--- src/rtl/wdt_map.vh ---
// register map, field positions and timing constants of the watchdog
`ifndef WDT_MAP_VH
`define WDT_MAP_VH

// ----------------------------------------------------------------------
// register offsets (data space; i/o space is 0x20 lower)
// ----------------------------------------------------------------------
`define WDT_IO_SHIFT          8'h20
`define WDT_CAUSE_OFFSET      8'h54
`define WDT_CTRL_OFFSET       8'h60
`define WDT_CAUSE_RESET       8'h00
`define WDT_CTRL_RESET        8'h00
`define WDT_UNMAPPED_DATA     8'h00

// ----------------------------------------------------------------------
// reset_cause_flags fields
// ----------------------------------------------------------------------
`define WDT_WDOG_CAUSE_BIT    3
`define WDT_BROWNOUT_BIT      2
`define WDT_PIN_RST_BIT       1
`define WDT_POWERON_BIT       0

// ----------------------------------------------------------------------
// watchdog_control_status fields
// ----------------------------------------------------------------------
`define WDT_IRQ_FLAG_BIT      7
`define WDT_IRQ_EN_BIT        6
`define WDT_SEL3_BIT          5
`define WDT_CE_BIT            4
`define WDT_RST_EN_BIT        3
`define WDT_SEL_LO_MSB        2
`define WDT_SEL_LO_LSB        0

// ----------------------------------------------------------------------
// timing
// ----------------------------------------------------------------------
`define WDT_SYS_CLK_HZ        100000000
`define WDT_OSC_HZ            128000
`define WDT_CE_CYCLES         3'd4
`define WDT_BASE_CYCLES       21'h000800
`define WDT_SEL_MAX           4'h9
`define WDT_CNT_W             21

`endif

--- src/rtl/wdt_timebase.v ---
// watchdog time base: counts edges of the slow oscillator up to a timeout
`timescale 1ns/1ps
`default_nettype none
`include "wdt_map.vh"

module wdt_timebase #(
  parameter CNT_W = `WDT_CNT_W
) (
  input  wire             clock_i,
  input  wire             sys_rst_i,
  input  wire             osc_i,
  input  wire             run_i,
  input  wire             restart_i,
  input  wire [3:0]       select_i,
  output reg              timeout_o
);

  // --------------------------------------------------------------------
  // oscillator synchroniser and edge detect
  // --------------------------------------------------------------------
  reg             osc_meta;
  reg             osc_sync;
  reg             osc_last;
  reg [CNT_W-1:0] count;
  wire            osc_edge;

  assign osc_edge = osc_sync & ~osc_last;

  // reserved codes behave like the longest period rather than stop
  function [CNT_W-1:0] limit;
    input [3:0] sel;
    reg   [3:0] s;
    begin
      s = (sel > `WDT_SEL_MAX) ? `WDT_SEL_MAX : sel;
      limit = (`WDT_BASE_CYCLES << s) - 1'b1;
    end
  endfunction

  always @(posedge clock_i) begin
    if (sys_rst_i) begin
      osc_meta <= 1'b0;
      osc_sync <= 1'b0;
      osc_last <= 1'b0;
    end else begin
      osc_meta <= osc_i;
      osc_sync <= osc_meta;
      osc_last <= osc_sync;
    end
  end

  // --------------------------------------------------------------------
  // counter; one system-clock pulse per timeout, then counts again from zero
  // --------------------------------------------------------------------
  always @(posedge clock_i) begin
    if (sys_rst_i) begin
      count     <= {CNT_W{1'b0}};
      timeout_o <= 1'b0;
    end else begin
      timeout_o <= 1'b0;
      if (restart_i || !run_i) begin
        count <= {CNT_W{1'b0}};
      end else if (osc_edge) begin
        if (count >= limit(select_i)) begin
          count     <= {CNT_W{1'b0}};
          timeout_o <= 1'b1;
        end else begin
          count <= count + 1'b1;
        end
      end
    end
  end

endmodule
`default_nettype wire

--- src/rtl/wdt_reset_flags.v ---
// watchdog timer with control register and reset-cause flag register
//
// Contract
// - watchdog system reset sets its cause flag; por or writing zero clears
// - brown-out reset sets its cause flag; por or writing zero clears it
// - pin reset sets its cause flag; por or writing zero clears it
// - power-on reset sets its flag; only writing zero clears it
// - registers decode at data offsets, and 0x20 lower for i/o accesses
// - timeout in an interrupt-giving mode sets the interrupt flag
// - vector execution or writing one clears the interrupt flag
// - interrupt requested only with global and watchdog enables both set
// - combined mode: first timeout sets flag; vector clears enable and flag
// - combined mode: unserviced flag at second timeout gives system reset
// - fuse unprogrammed: reset and interrupt enables select the mode
// - fuse programmed forces system reset mode regardless of enables
// - clearing reset enable or changing prescaler needs change enable
// - change enable clears itself four system cycles after written
// - watchdog cause flag forces reset enable to one
// - timeout is 2048 oscillator cycles shifted by select code 0..9
// - control bits: flag 7, enable 6, sel3 5, ce 4, rst 3, sel 2:0
// - counter counts the separate slow oscillator, not system clock
// - restart instruction restarts the counter before timeout
`timescale 1ns/1ps
`default_nettype none
`include "wdt_map.vh"

module wdt_reset_flags (
  input  wire       clock_i,
  input  wire       sys_rst_i,
  // core register port
  input  wire [7:0] bus_addr_i,
  input  wire       bus_io_i,
  input  wire       bus_wr_i,
  input  wire       bus_rd_i,
  input  wire [7:0] bus_wdata_i,
  output reg  [7:0] bus_rdata_o,
  // core control
  input  wire       cpu_irq_enable_i,
  input  wire       wdog_restart_i,
  input  wire       irq_ack_i,
  output wire       irq_req_o,
  // oscillator, fuse and reset sources
  input  wire       wdog_osc_i,
  input  wire       always_on_fuse_i,
  input  wire       poweron_i,
  input  wire       brownout_i,
  input  wire       pin_reset_i,
  output reg        wdog_reset_o
);

  // --------------------------------------------------------------------
  // mode codes
  // --------------------------------------------------------------------
  localparam [3:0] MODE_STOP = 4'h1;
  localparam [3:0] MODE_IRQ  = 4'h2;
  localparam [3:0] MODE_RST  = 4'h4;
  localparam [3:0] MODE_BOTH = 4'h8;

  // --------------------------------------------------------------------
  // declarations
  // --------------------------------------------------------------------
  reg       wdog_reset_cause_flag;
  reg       brownout_cause_flag;
  reg       pin_reset_cause_flag;
  reg       poweron_cause_flag;
  reg       timeout_irq_flag;
  reg       timeout_irq_enable;
  reg       sys_reset_enable;
  reg [3:0] timeout_select;
  reg [2:0] ce_count;

  reg [2:0] src_meta;
  reg [2:0] src_sync;
  reg [2:0] src_last;
  reg       fuse_meta;
  reg       fuse_sync;

  reg [3:0] mode;
  reg       set_flag;
  reg       fire_reset;

  wire      change_enable;
  wire      fuse_programmed;
  wire      eff_irq_enable;
  wire      eff_reset_enable;
  wire      por_evt;
  wire      bor_evt;
  wire      pin_evt;
  wire      any_rst;
  wire      cause_hit;
  wire      ctrl_hit;
  wire      cause_wr;
  wire      ctrl_wr;
  wire      timeout;
  wire      wdog_run;
  wire      wdog_restart;
  wire [7:0] cause_view;
  wire [7:0] ctrl_view;

  // --------------------------------------------------------------------
  // address decode
  // --------------------------------------------------------------------
  // same register answers at two addresses, one per access kind
  function hit;
    input [7:0] addr;
    input       io;
    input [7:0] data_off;
    begin
      if (io) begin
        hit = (addr == (data_off - `WDT_IO_SHIFT));
      end else begin
        hit = (addr == data_off);
      end
    end
  endfunction

  assign cause_hit = hit(bus_addr_i, bus_io_i, `WDT_CAUSE_OFFSET);
  assign ctrl_hit  = hit(bus_addr_i, bus_io_i, `WDT_CTRL_OFFSET);
  assign cause_wr  = bus_wr_i & cause_hit;
  assign ctrl_wr   = bus_wr_i & ctrl_hit;

  // --------------------------------------------------------------------
  // synchronisers for reset sources and fuse
  // --------------------------------------------------------------------
  always @(posedge clock_i) begin
    if (sys_rst_i) begin
      src_meta  <= 3'h0;
      src_sync  <= 3'h0;
      src_last  <= 3'h0;
      fuse_meta <= 1'b1;
      fuse_sync <= 1'b1;
    end else begin
      src_meta  <= {poweron_i, brownout_i, pin_reset_i};
      src_sync  <= src_meta;
      src_last  <= src_sync;
      fuse_meta <= always_on_fuse_i;
      fuse_sync <= fuse_meta;
    end
  end

  // each source counts once, on its rising edge
  assign por_evt = src_sync[2] & ~src_last[2];
  assign bor_evt = src_sync[1] & ~src_last[1];
  assign pin_evt = src_sync[0] & ~src_last[0];
  assign any_rst = por_evt | bor_evt | pin_evt | wdog_reset_o;

  // --------------------------------------------------------------------
  // effective configuration and mode
  // --------------------------------------------------------------------
  assign fuse_programmed  = ~fuse_sync;
  assign change_enable    = (ce_count != 3'h0);
  // fuse locks the enables to reset on, interrupt off
  assign eff_irq_enable   = fuse_programmed ? 1'b0 : timeout_irq_enable;
  assign eff_reset_enable = fuse_programmed | sys_reset_enable;

  always @* begin
    if (fuse_programmed) begin
      mode = MODE_RST;
    end else begin
      case ({eff_reset_enable, eff_irq_enable})
        2'b00:   mode = MODE_STOP;
        2'b01:   mode = MODE_IRQ;
        2'b10:   mode = MODE_RST;
        2'b11:   mode = MODE_BOTH;
        default: mode = MODE_STOP;
      endcase
    end
  end

  // --------------------------------------------------------------------
  // timeout action
  // --------------------------------------------------------------------
  always @* begin
    set_flag   = 1'b0;
    fire_reset = 1'b0;
    case (mode)
      MODE_IRQ: begin
        set_flag = timeout;
      end
      MODE_RST: begin
        fire_reset = timeout;
      end
      MODE_BOTH: begin
        if (timeout_irq_flag) begin
          fire_reset = timeout;
        end else begin
          set_flag = timeout;
        end
      end
      default: begin
        set_flag   = 1'b0;
        fire_reset = 1'b0;
      end
    endcase
  end

  assign irq_req_o = timeout_irq_flag & eff_irq_enable
                     & cpu_irq_enable_i;

  always @(posedge clock_i) begin
    if (sys_rst_i) begin
      wdog_reset_o <= 1'b0;
    end else begin
      // one-cycle pulse; the counter restarts behind it
      wdog_reset_o <= fire_reset;
    end
  end

  // --------------------------------------------------------------------
  // time base
  // --------------------------------------------------------------------
  assign wdog_run     = (mode != MODE_STOP);
  assign wdog_restart = wdog_restart_i | any_rst;

  wdt_timebase #(
    .CNT_W     (`WDT_CNT_W)
  ) u_timebase (
    .clock_i   (clock_i),
    .sys_rst_i (sys_rst_i),
    .osc_i     (wdog_osc_i),
    .run_i     (wdog_run),
    .restart_i (wdog_restart),
    .select_i  (timeout_select),
    .timeout_o (timeout)
  );

  // --------------------------------------------------------------------
  // reset-cause flags
  // --------------------------------------------------------------------
  // hardware set wins over a software clear in the same cycle; these
  // flags survive every reset source except power-on
  always @(posedge clock_i) begin
    if (sys_rst_i) begin
      wdog_reset_cause_flag <= 1'b0;
      brownout_cause_flag   <= 1'b0;
      pin_reset_cause_flag  <= 1'b0;
      poweron_cause_flag    <= 1'b0;
    end else begin
      if (wdog_reset_o) begin
        wdog_reset_cause_flag <= 1'b1;
      end else if (por_evt) begin
        wdog_reset_cause_flag <= 1'b0;
      end else if (cause_wr && !bus_wdata_i[`WDT_WDOG_CAUSE_BIT]) begin
        wdog_reset_cause_flag <= 1'b0;
      end

      if (bor_evt) begin
        brownout_cause_flag <= 1'b1;
      end else if (por_evt) begin
        brownout_cause_flag <= 1'b0;
      end else if (cause_wr && !bus_wdata_i[`WDT_BROWNOUT_BIT]) begin
        brownout_cause_flag <= 1'b0;
      end

      if (pin_evt) begin
        pin_reset_cause_flag <= 1'b1;
      end else if (por_evt) begin
        pin_reset_cause_flag <= 1'b0;
      end else if (cause_wr && !bus_wdata_i[`WDT_PIN_RST_BIT]) begin
        pin_reset_cause_flag <= 1'b0;
      end

      if (por_evt) begin
        poweron_cause_flag <= 1'b1;
      end else if (cause_wr && !bus_wdata_i[`WDT_POWERON_BIT]) begin
        poweron_cause_flag <= 1'b0;
      end
    end
  end

  // --------------------------------------------------------------------
  // control register
  // --------------------------------------------------------------------
  always @(posedge clock_i) begin
    if (sys_rst_i) begin
      timeout_irq_flag   <= 1'b0;
      timeout_irq_enable <= 1'b0;
      sys_reset_enable   <= 1'b0;
      timeout_select     <= 4'h0;
      ce_count           <= 3'h0;
    end else if (any_rst) begin
      // a system reset reloads the register; a watchdog reset keeps
      // the reset enable on through its cause flag
      timeout_irq_flag   <= 1'b0;
      timeout_irq_enable <= 1'b0;
      sys_reset_enable   <= wdog_reset_o | wdog_reset_cause_flag;
      timeout_select     <= 4'h0;
      ce_count           <= 3'h0;
    end else begin
      // interrupt flag
      if (set_flag) begin
        timeout_irq_flag <= 1'b1;
      end else if (irq_ack_i) begin
        timeout_irq_flag <= 1'b0;
      end else if (ctrl_wr && bus_wdata_i[`WDT_IRQ_FLAG_BIT]) begin
        timeout_irq_flag <= 1'b0;
      end

      // interrupt enable; vector in combined mode drops to reset mode
      if (irq_ack_i && mode == MODE_BOTH) begin
        timeout_irq_enable <= 1'b0;
      end else if (ctrl_wr) begin
        timeout_irq_enable <= bus_wdata_i[`WDT_IRQ_EN_BIT];
      end

      // reset enable: set freely, cleared only inside the window
      if (wdog_reset_cause_flag) begin
        sys_reset_enable <= 1'b1;
      end else if (ctrl_wr) begin
        if (bus_wdata_i[`WDT_RST_EN_BIT]) begin
          sys_reset_enable <= 1'b1;
        end else if (change_enable) begin
          sys_reset_enable <= 1'b0;
        end
      end

      // prescaler changes only inside the window
      if (ctrl_wr && change_enable) begin
        timeout_select <= {bus_wdata_i[`WDT_SEL3_BIT],
          bus_wdata_i[`WDT_SEL_LO_MSB:`WDT_SEL_LO_LSB]};
      end

      // change-enable window; uses the value before this write, so
      // the opening write itself cannot change protected bits
      if (ctrl_wr && bus_wdata_i[`WDT_CE_BIT]) begin
        ce_count <= `WDT_CE_CYCLES;
      end else if (ctrl_wr) begin
        ce_count <= 3'h0;
      end else if (change_enable) begin
        ce_count <= ce_count - 1'b1;
      end
    end
  end

  // --------------------------------------------------------------------
  // read path
  // --------------------------------------------------------------------
  assign cause_view = {4'h0, wdog_reset_cause_flag, brownout_cause_flag,
                       pin_reset_cause_flag, poweron_cause_flag};

  assign ctrl_view = {timeout_irq_flag,
                      eff_irq_enable,
                      timeout_select[3],
                      change_enable,
                      eff_reset_enable,
                      timeout_select[2:0]};

  // read data is registered and holds until the next read
  always @(posedge clock_i) begin
    if (sys_rst_i) begin
      bus_rdata_o <= `WDT_UNMAPPED_DATA;
    end else if (bus_rd_i) begin
      if (cause_hit) begin
        bus_rdata_o <= cause_view;
      end else if (ctrl_hit) begin
        bus_rdata_o <= ctrl_view;
      end else begin
        bus_rdata_o <= `WDT_UNMAPPED_DATA;
      end
    end
  end

endmodule
`default_nettype wire

--- config.mk ---
export PLATFORM = sky130hd
export DESIGN_NAME = wdt_reset_flags
export DESIGN_NICKNAME = d
export VERILOG_FILES = /design/src/rtl/wdt_timebase.v /design/src/rtl/wdt_reset_flags.v
export VERILOG_INCLUDE_DIRS = /design/src /design/src/rtl
export SDC_FILE = /design/constraint.sdc
export NUM_CORES = 1
export LEC_CHECK = 0
export BUFFER_PORTS_ARGS = -buffer_cell sky130_fd_sc_hd__clkbuf_2
export CORE_ASPECT_RATIO = 2
export CORE_MARGIN = 1
export CORE_UTILIZATION = 51
export DETAILED_ROUTE_END_ITERATION = 8
export PLACE_DENSITY = 0.79
export SETUP_SLACK_MARGIN = 0.5
export SLEW_MARGIN = 20
export SYNTH_ARGS = -nofsm -noshare
export SYNTH_HDL_FRONTEND = slang
export SYNTH_SLANG_ARGS = --single-unit
--- constraint.sdc ---
create_clock -name clock_i -period 2.43 [get_ports clock_i]
set_input_delay 0.3645 -clock clock_i [delete_from_list [all_inputs] [get_ports clock_i]]
set_output_delay 0.3645 -clock clock_i [all_outputs]
set_load 0.005 [all_outputs]
==> results.txt, run 1 <==
The flow ran to the end, and the final reports show no timing, DRC or antenna violations. The per-cell via count in the routed design is ~5.7. The portion of the post-synthesis area used by sequential elements came out at 0.422. The number of global-route vias before repair is 2,345. The data arrival time of the critical path is between 2000 and 3000 ps. The total number of placement rows came out at 37.

The core outline area came out at 0.00523 sq mm. In this run the vertical extent of the chip is 107 um. The leakage power figure is 1.31 nW. The worst supply voltage drop on vdd came out at 0.564 mV. The number of endpoints with negative hold slack in the final report came to 0.

In this run, the number of DRC markers left after iteration 0 of detailed routing was 50. The remaining routing DRC violations came out at 0. The pin count of the biggest net entering global routing is 29. In this run, post-CTS hold repair placed 0 buffers.

The routed wirelength normalized by instance count came out at 14.6 um. The detail route stage leaves a number of antenna-violating nets equal to 0. The time the worst path needs with I/O delays and setup came out at between 2000 and 2500 ps. The max-slew violation count came out at 0. The final wirelength came out at 6.32 mm. The fraction of the cycle the final worst path needs is 0.995.

The type of element launching the critical path is a flip-flop. STA classifies the critical path endpoint as a flip-flop. When the netlist entered floorplanning its net count stood at ~360.

Clock tree synthesis selected as its root buffer the cell sky130_fd_sc_hd__clkbuf_8. TritonCTS built the clock tree. Summed over all instances, the cell type with the most area after synthesis is sky130_fd_sc_hd__dfxtp_1. In this run the tool buffered the top-level ports with 38 buffer cells. The overall power of the completed layout is 0.00200 W. The first global-routing pass estimated between 9 and 10 mm of wire. The clock sink count came out at about 60. The clock passes through at most 2 buffers. In this run the worst path has a maximum fanout of 21. By area the synthesized netlist is led by sky130_fd_sc_hd__dfxtp_1 42%, sky130_fd_sc_hd__ha_1 6.7%, sky130_fd_sc_hd__xor2_1 5.9%.

The synthesized design contains 59 register bits. The highest achievable clock rate came out at 414 MHz. The number of unique standard cell types used by synthesis is 48. The number of antenna violations at the first check in global routing came to 0. The count of warnings emitted by yosys came out at 0. The netlist area before placement is 0.00280 sq mm.

The data required time of the worst path is 2670 ps. The class of the tightest hold or removal check is in2reg. The worst hold slack came out at between 200 and 250 ps. The half-perimeter wire length of the detailed placement result came out at 4.64 mm. Traced cell by cell, the critical path runs through nor2_4 > nand3_2 > ha_4 > nor3_4 > a21oi_2 > o21a_1 > ha_1 > nand2_2 > or2_4 > o311ai_4 > buf_12 > nor2_1. The transition time at the pin with the least slew margin came out at 641 ps. The setup clock skew after layout is 9.83 ps. The total overflow reported by the global router is 0. For this run, the slowest stage of the critical path takes 330 ps. The initial core utilization is 0.535.

The die covers 0.00580 sq mm. The horizontal extent of the die is 54.4 um. In the final layout, the share of cells above drive strength 1 is 0.243. The worst-skew pair later-pin latency came out at 350 ps.

At the end of routability-driven placement, the weighted congestion stood at 0.783. The repair_antennas step left the layout with diodes totalling 0. The cell count after synthesis is 320. The H-tree was split into 3 levels. The share of the synthesized area in the top cell type is 0.422. The number of maximum-capacitance constraint violations is 0. The top-level port count came out at 39.

The final setup violation count is 0. The ratio of total power to cell area is 595 mW/mm^2. The setup path with the least slack is of type reg2reg. The total via count after detailed routing came out at ~2,500. Setup repair after global routing could not meet its margin everywhere.

The headroom to the max-slew limit is 0.569. The accumulated negative setup slack is 0 ps. The final-stage net count is approximately 410. The layout overhead on the synthesized area came out at 20.3%.

At the end of the flow the core is filled with cells to 0.643. The global-route usage over all layers is 0.241. A synthesized cell averages 8.74 sq um. The slowest stage of the critical path belongs to the cell sky130_fd_sc_hd__dfxtp_2. The first TritonRoute pass finished after 4 iterations.

The count of fill cells added during filler insertion is 438. The TritonCTS buffer count came out at 9. The clock transition time at the flip-flop clock pins of the worst setup and hold paths is about 60 ps.
## per-layer routing
metal / track usage / vias to the layer above / routed length (um)
li1: - / 1207 / -
met2: 0.457 / 47 / 3660
met1: 0.200 / 1194 / 2250
met5: 0 / - / 0
met3: 0.0610 / 17 / 201
met4: 0.141 / 0 / 213
## cells in the final DEF, fill, tap and decap left out, types with 2 or more instances in the layout
master,Yosys,layout
sky130_fd_sc_hd__nor2_1,41,38
sky130_fd_sc_hd__mux2i_1,2,2
sky130_fd_sc_hd__dfxtp_2,0,3
sky130_fd_sc_hd__and4_1,3,3
sky130_fd_sc_hd__dfxtp_1,59,56
sky130_fd_sc_hd__o211ai_1,3,3
sky130_fd_sc_hd__ha_1,15,14
sky130_fd_sc_hd__nand3_2,1,2
sky130_fd_sc_hd__and3_1,3,3
sky130_fd_sc_hd__inv_1,9,9
sky130_fd_sc_hd__nand2_2,0,2
sky130_fd_sc_hd__nand2_1,28,26
sky130_fd_sc_hd__nand4_1,13,13
sky130_fd_sc_hd__nor4_1,2,2
sky130_fd_sc_hd__xnor2_1,4,4
sky130_fd_sc_hd__nor3_1,3,2
sky130_fd_sc_hd__nor3b_1,2,2
sky130_fd_sc_hd__clkbuf_2,0,38
sky130_fd_sc_hd__nor2b_1,13,13
sky130_fd_sc_hd__a311oi_1,4,4
sky130_fd_sc_hd__nor2_2,1,3
sky130_fd_sc_hd__and4b_1,2,2
sky130_fd_sc_hd__and2_1,3,3
sky130_fd_sc_hd__nor3_4,1,2
sky130_fd_sc_hd__or2_2,5,4
sky130_fd_sc_hd__xor2_1,19,19
sky130_fd_sc_hd__nand2b_1,9,9
sky130_fd_sc_hd__clkbuf_8,0,9
sky130_fd_sc_hd__nand3_1,10,9
sky130_fd_sc_hd__clkinvlp_4,0,2
sky130_fd_sc_hd__o21ai_0,12,11
sky130_fd_sc_hd__clkinv_2,0,3
sky130_fd_sc_hd__a21oi_1,24,23
sky130_fd_sc_hd__buf_4,2,10
## power breakdown
group          total [W]  switching [W]  internal (W)
Sequential      0.000999      0.0000108      0.000988
Clock           0.000861       0.000393      0.000468
Combinational   0.000142      0.0000788     0.0000630
Total            0.00200       0.000483       0.00152
## cells by family (layout without fill, tap and decap cells)
kind of cell    Yosys count  in the layout  share of synthesized area
buf+inv                  20             74                     0.0295
fa+ha+maj                15             15                     0.0671
other cells               1              1                    0.00134
mux                       2              2                    0.00716
xor+xnor                 23             23                     0.0720
compound gates           53             53                      0.123
simple gates            147            147                      0.278
flops                    59             59                      0.422
## cells in the mapped netlist, drive strengths merged
master,count
nor4,2
and4,3
and4b,2
or4,1
nand4,13
nand2b,10
o31ai,1
nor2,42
ha,15
buf,3
o21ai,12
xnor2,4
a211oi,1
nor4b,1
and3,3
dfxtp,59
a21boi,1
a221oi,2
conb,1
nor2b,13
a22oi,1
nor3,5
o21a,1
or2,5
a41oi,1
nor3b,2
a211o,1
nand3,11
mux2i,2
clkbuf,8
xor2,19
nand3b,1
and2,3
a311oi,4
a21oi,24
nand2,28
o211ai,3
inv,9
and3b,1
nand4b,1
o311ai,1
## worst paths after layout
kind | startpoint | endpoint | slack [ps] | cells after the start
worst max-delay path | timeout_select[2] | u_timebase.count[15] | 10 | 12
worst min-delay path | always_on_fuse_i | fuse_meta | 220 | 2
worst max register to register | timeout_select[2] | u_timebase.count[15] | 10 | 12
worst min register to register | fuse_meta | fuse_sync | 410 | 1
## sequential cells by signal, indices dropped and copies added (netlist names), 3 cells and up
| register | count |
|---|---|
| u_timebase.count | 21 |
| bus_rdata_o | 8 |
| timeout_select | 4 |
| ce_count | 3 |
| src_last | 3 |
| src_meta | 3 |
| src_sync | 3 |
## area by class of cell
class                           instances  area (sq um)  share of cell area
Clock buffer                            9           124              0.0368
Clock inverter                          7          68.8              0.0204
Inverter                                9          33.8              0.0100
Multi-Input combinational cell        241          1600               0.474
Sequential cell                        59          1180               0.352
Tap cell                               58          72.6              0.0216
Timing Repair Buffer                   49           285              0.0848
## critical path: cells and delay by family, from the launching register on
kind                     cells  cell delay [ps]
AO/OA/AOI/OAI                3              520
adder cells (fa/ha/maj)      2              470
buffers and inverters        1              200
flip-flops                   1              330
AND/OR/NAND/NOR              6              790
## stage by stage
| step | cell area [sq um] | std cells | setup WS, ps |
|---|---|---|---|
| CTS | 3340 | 431 | 93.2 |
| detailed placement | 3120 | 413 | 105 |
| finish | 3370 | 432 | 11.9 |
| floorplan | 2860 | 320 | 126 |
| global placement | 3120 | 413 | 171 |
| global route | 3370 | 432 | -61.8 |
## repair_timing
action | CTS | global route
setup buffers | 2 | 1
endpoints found under the setup margin | 22 | 22
gates resized for setup | 6 | 5
gates cloned | 0 | 0
pin swaps | 0 | 1
No activity file was read; power rests on OpenSTA's default activity.
==> run 2, diff against run 1 <==
CORE_UTILIZATION = 60   (was 51)
PLACE_DENSITY = 0.87   (was 0.79)
clock period = 3.1 ns   (was 2.43 ns; I/O delays follow)
==> results.txt, run 2 (synthesized netlist as in run 1, its figures left out) <==
The data arrival time of the critical path is 2790 ps (+130 ps). In the final layout, the registers with the most flip-flops are u_timebase.count (21), bus_rdata_o (8), timeout_select (4). The per-cell via count in the routed design came out at 5.96 (+4.4%). The layout cell share with drive strength beyond 1 is 0.220 (-0.0232). The time the worst path needs with I/O delays and setup came to 2540 ps (+125 ps). The vertical extent of the die is 98.6 um (-7.7%). The number of global-route vias before repair was 2,575 (+9.8%). The initial core utilization is 0.632 (+0.0976).

The placer congestion estimate came out at 0.876 (+12%). Leaving out fill and tap cells, the most frequent cell in the layout is sky130_fd_sc_hd__dfxtp_1. The setup clock skew after layout is 5.23 ps (-4.59 ps).

The final-stage net count came out at 407 (-1.5%). The worst setup path is captured at a flip-flop. The half-perimeter wire length of the detailed placement result is 4.74 mm (+2.2%).

The global-route usage over all layers is 0.302 (+0.0613). The final wirelength is 6.81 mm (+7.7%). The number of maximum-capacitance constraint violations is 0 (unchanged).

The most heavily used metal layer in global routing is met2. The layout overhead on the synthesized area came out at 18.9%. The horizontal extent of the die is 50.3 um (-7.5%). Counting flops per register, the top entry is u_timebase.count.

The number of buffer cells added on primary ports came to 38 (unchanged). On the critical path, the stage with the largest delay is an instance of sky130_fd_sc_hd__dfxtp_4. The DRC violation total after the first TritonRoute iteration was 58 (+16%). In the layout the commonest cells are 55 x sky130_fd_sc_hd__dfxtp_1, 39 x sky130_fd_sc_hd__nor2_1, 38 x sky130_fd_sc_hd__clkbuf_2, 27 x sky130_fd_sc_hd__nand2_1, 24 x sky130_fd_sc_hd__a21oi_1. The worst-skew pair later-pin latency came to 350 ps (about the same). The core outline area came out at 0.00442 sq mm (-15%).

Setup repair after global routing left no endpoint under its margin. The worst hold path begins at always_on_fuse_i. The flow ran to the end, and the final reports show no timing, DRC or antenna violations. The data required time of the worst path came out at 3340 ps (+670 ps). The floorplan die area came to 0.00496 sq mm (-15%). In this run the worst hold path is classified as in2reg. The leakage power figure is 1.28 nW (-2.1%). The worst hold slack is 299 ps (+83.4 ps).

The routed wirelength normalized by instance count is 16.1 um (+10%). TritonCTS built the clock tree. The final antenna-violating net count is 0 (unchanged). The worst setup path is of the reg2reg kind.

The number of antenna violations at the first check in global routing came to 0 (unchanged). The total number of placement rows is 34 (-8.1%). The signal on the critical path passes through nor2_4 > nand3_2 > ha_4 > nor3_2 > a21oi_1 > o21a_1 > ha_1 > nand2_1 > or2_4 > o311ai_4 > buf_6 > nor2_1.

The count of fill cells added during filler insertion is 328 (-25%). The total via count after detailed routing is 2,514 (+2.0%). The number of endpoints with negative hold slack in the final report was 0 (unchanged). The depth of the worst hold-timing path was 2 (unchanged). The number of detailed-routing iterations run before antenna repair is 4 (unchanged).

The global routing usage on met3 was 0.0802 (+0.0193). The transition time at the pin with the least slew margin came to 566 ps (-75.3 ps). The flip-flop count of the largest register, all copies and words added came to 21 (unchanged).

The fraction of the cycle the final worst path needs is 0.820 (-0.175). The highest achievable clock rate came to 393 MHz (-4.9%). The worst setup path is launched from a flip-flop.

The clock transition time at the flip-flop clock pins of the worst setup and hold paths is 70 ps (about the same). The wire length of the first global-routing pass was 11.1 mm (+12%). The count of antenna diodes in the layout came out at 0 (unchanged). The final setup violation count came out at 0 (unchanged). The accumulated negative setup slack came to 0 ps (unchanged). The ratio of total power to cell area came out at 499 mW/mm^2 (-16%).

The top-level port count was 39 (unchanged). The worst supply voltage drop on vdd came out at 0.424 mV (-25%). The clock sink count is 59 (unchanged). The TritonCTS buffer count is 9 (unchanged).

In this run the critical register-to-register path is launched from timeout_select[1]. The critical path starts at timeout_select[1]. The headroom to the max-slew limit is 0.623 (+0.0541). The remaining routing DRC violations came out at 0 (unchanged). The number of buffers added to fix hold violations after cts came to 0 (unchanged). The worst reg-to-reg path cell count was 12 (unchanged). The max-slew violation count is 0 (unchanged).

The pin count of the biggest net entering global routing is 30 (+3.4%). The H-tree level count came out at 3 (unchanged). The maximum fanout along the worst path came to 7 (-67%).

The total overflow reported by the global router came out at 0 (unchanged). The worst-case clock buffer depth was 2 (unchanged). The met2 routing resource usage after global routing came to 0.548 (+0.0904). The delay of the slowest cell on the worst path came out at 370 ps (+40 ps). The met1 track demand over resource in global routing is 0.253 (+0.0533). CTS placed an instance of sky130_fd_sc_hd__clkbuf_8 at the clock tree root.
run 2: changes by cell type in the layout (fill, tap and decap cells not counted), moves of 2 or more:
cell                      change
sky130_fd_sc_hd__dfxtp_4      +3
sky130_fd_sc_hd__buf_4        -9
sky130_fd_sc_hd__buf_6        +4
sky130_fd_sc_hd__dfxtp_2      -2
run 2: final timing paths:
path,end,slack [ps]
worst max-delay path,u_timebase.count[19],560
worst min-delay path,fuse_meta,300
worst max register to register,u_timebase.count[19],560
worst min register to register,fuse_sync,420
run 2: worst max-delay path: cells and delay by family (launching register included):
kind            cells  cell delay (ps)
simple gates        6              800
compound gates      3              600
fa+ha+maj           2              450
buf+inv             1              190
flops               1              370
run 2: where the power goes:
group,total [W],switching (W),internal (W)
combinational,0.000113,0.0000638,0.0000495
clock,0.000766,0.000317,0.000448
sequential,0.000780,0.00000791,0.000772
total,0.00166,0.000389,0.00127
run 2: metrics by stage:
stage          area [sq um]   util  cells  total power [W]  setup slack, ps
2_1_floorplan          2800      -    320         0.000866              566
3_3_place_gp           3020  0.683    403         0.000901              500
3_5_place_dp           3020  0.683    403         0.000906              315
4_1_cts                3300  0.745    422          0.00166              503
5_1_grt                3330  0.752    422          0.00171              444
6_report               3330  0.752    422          0.00166              557
run 2: what timing repair did:
action,in CTS,in global routing
resized for setup,16,7
pin swaps,2,2
cloned,3,0
buffers inserted,0,0
endpoints found under the setup margin,21,21
run 2: layout make-up:
| cell class | count | area (sq um) | share of cell area |
|---|---|---|---|
| Tap cell | 54 | 67.6 | 0.0203 |
| Inverter | 9 | 33.8 | 0.0102 |
| Clock inverter | 7 | 92.6 | 0.0278 |
| Multi-Input combinational cell | 241 | 1570 | 0.473 |
| Timing Repair Buffer | 43 | 243 | 0.0730 |
| Clock buffer | 9 | 124 | 0.0372 |
| Sequential cell | 59 | 1190 | 0.359 |
run 2: metal layers:
metal  share of wire  vias to the layer above
li1                -                     1199
met4           0.056                        0
met3           0.047                       36
met1            0.34                     1187
met5               0                        -
met2            0.55                       92
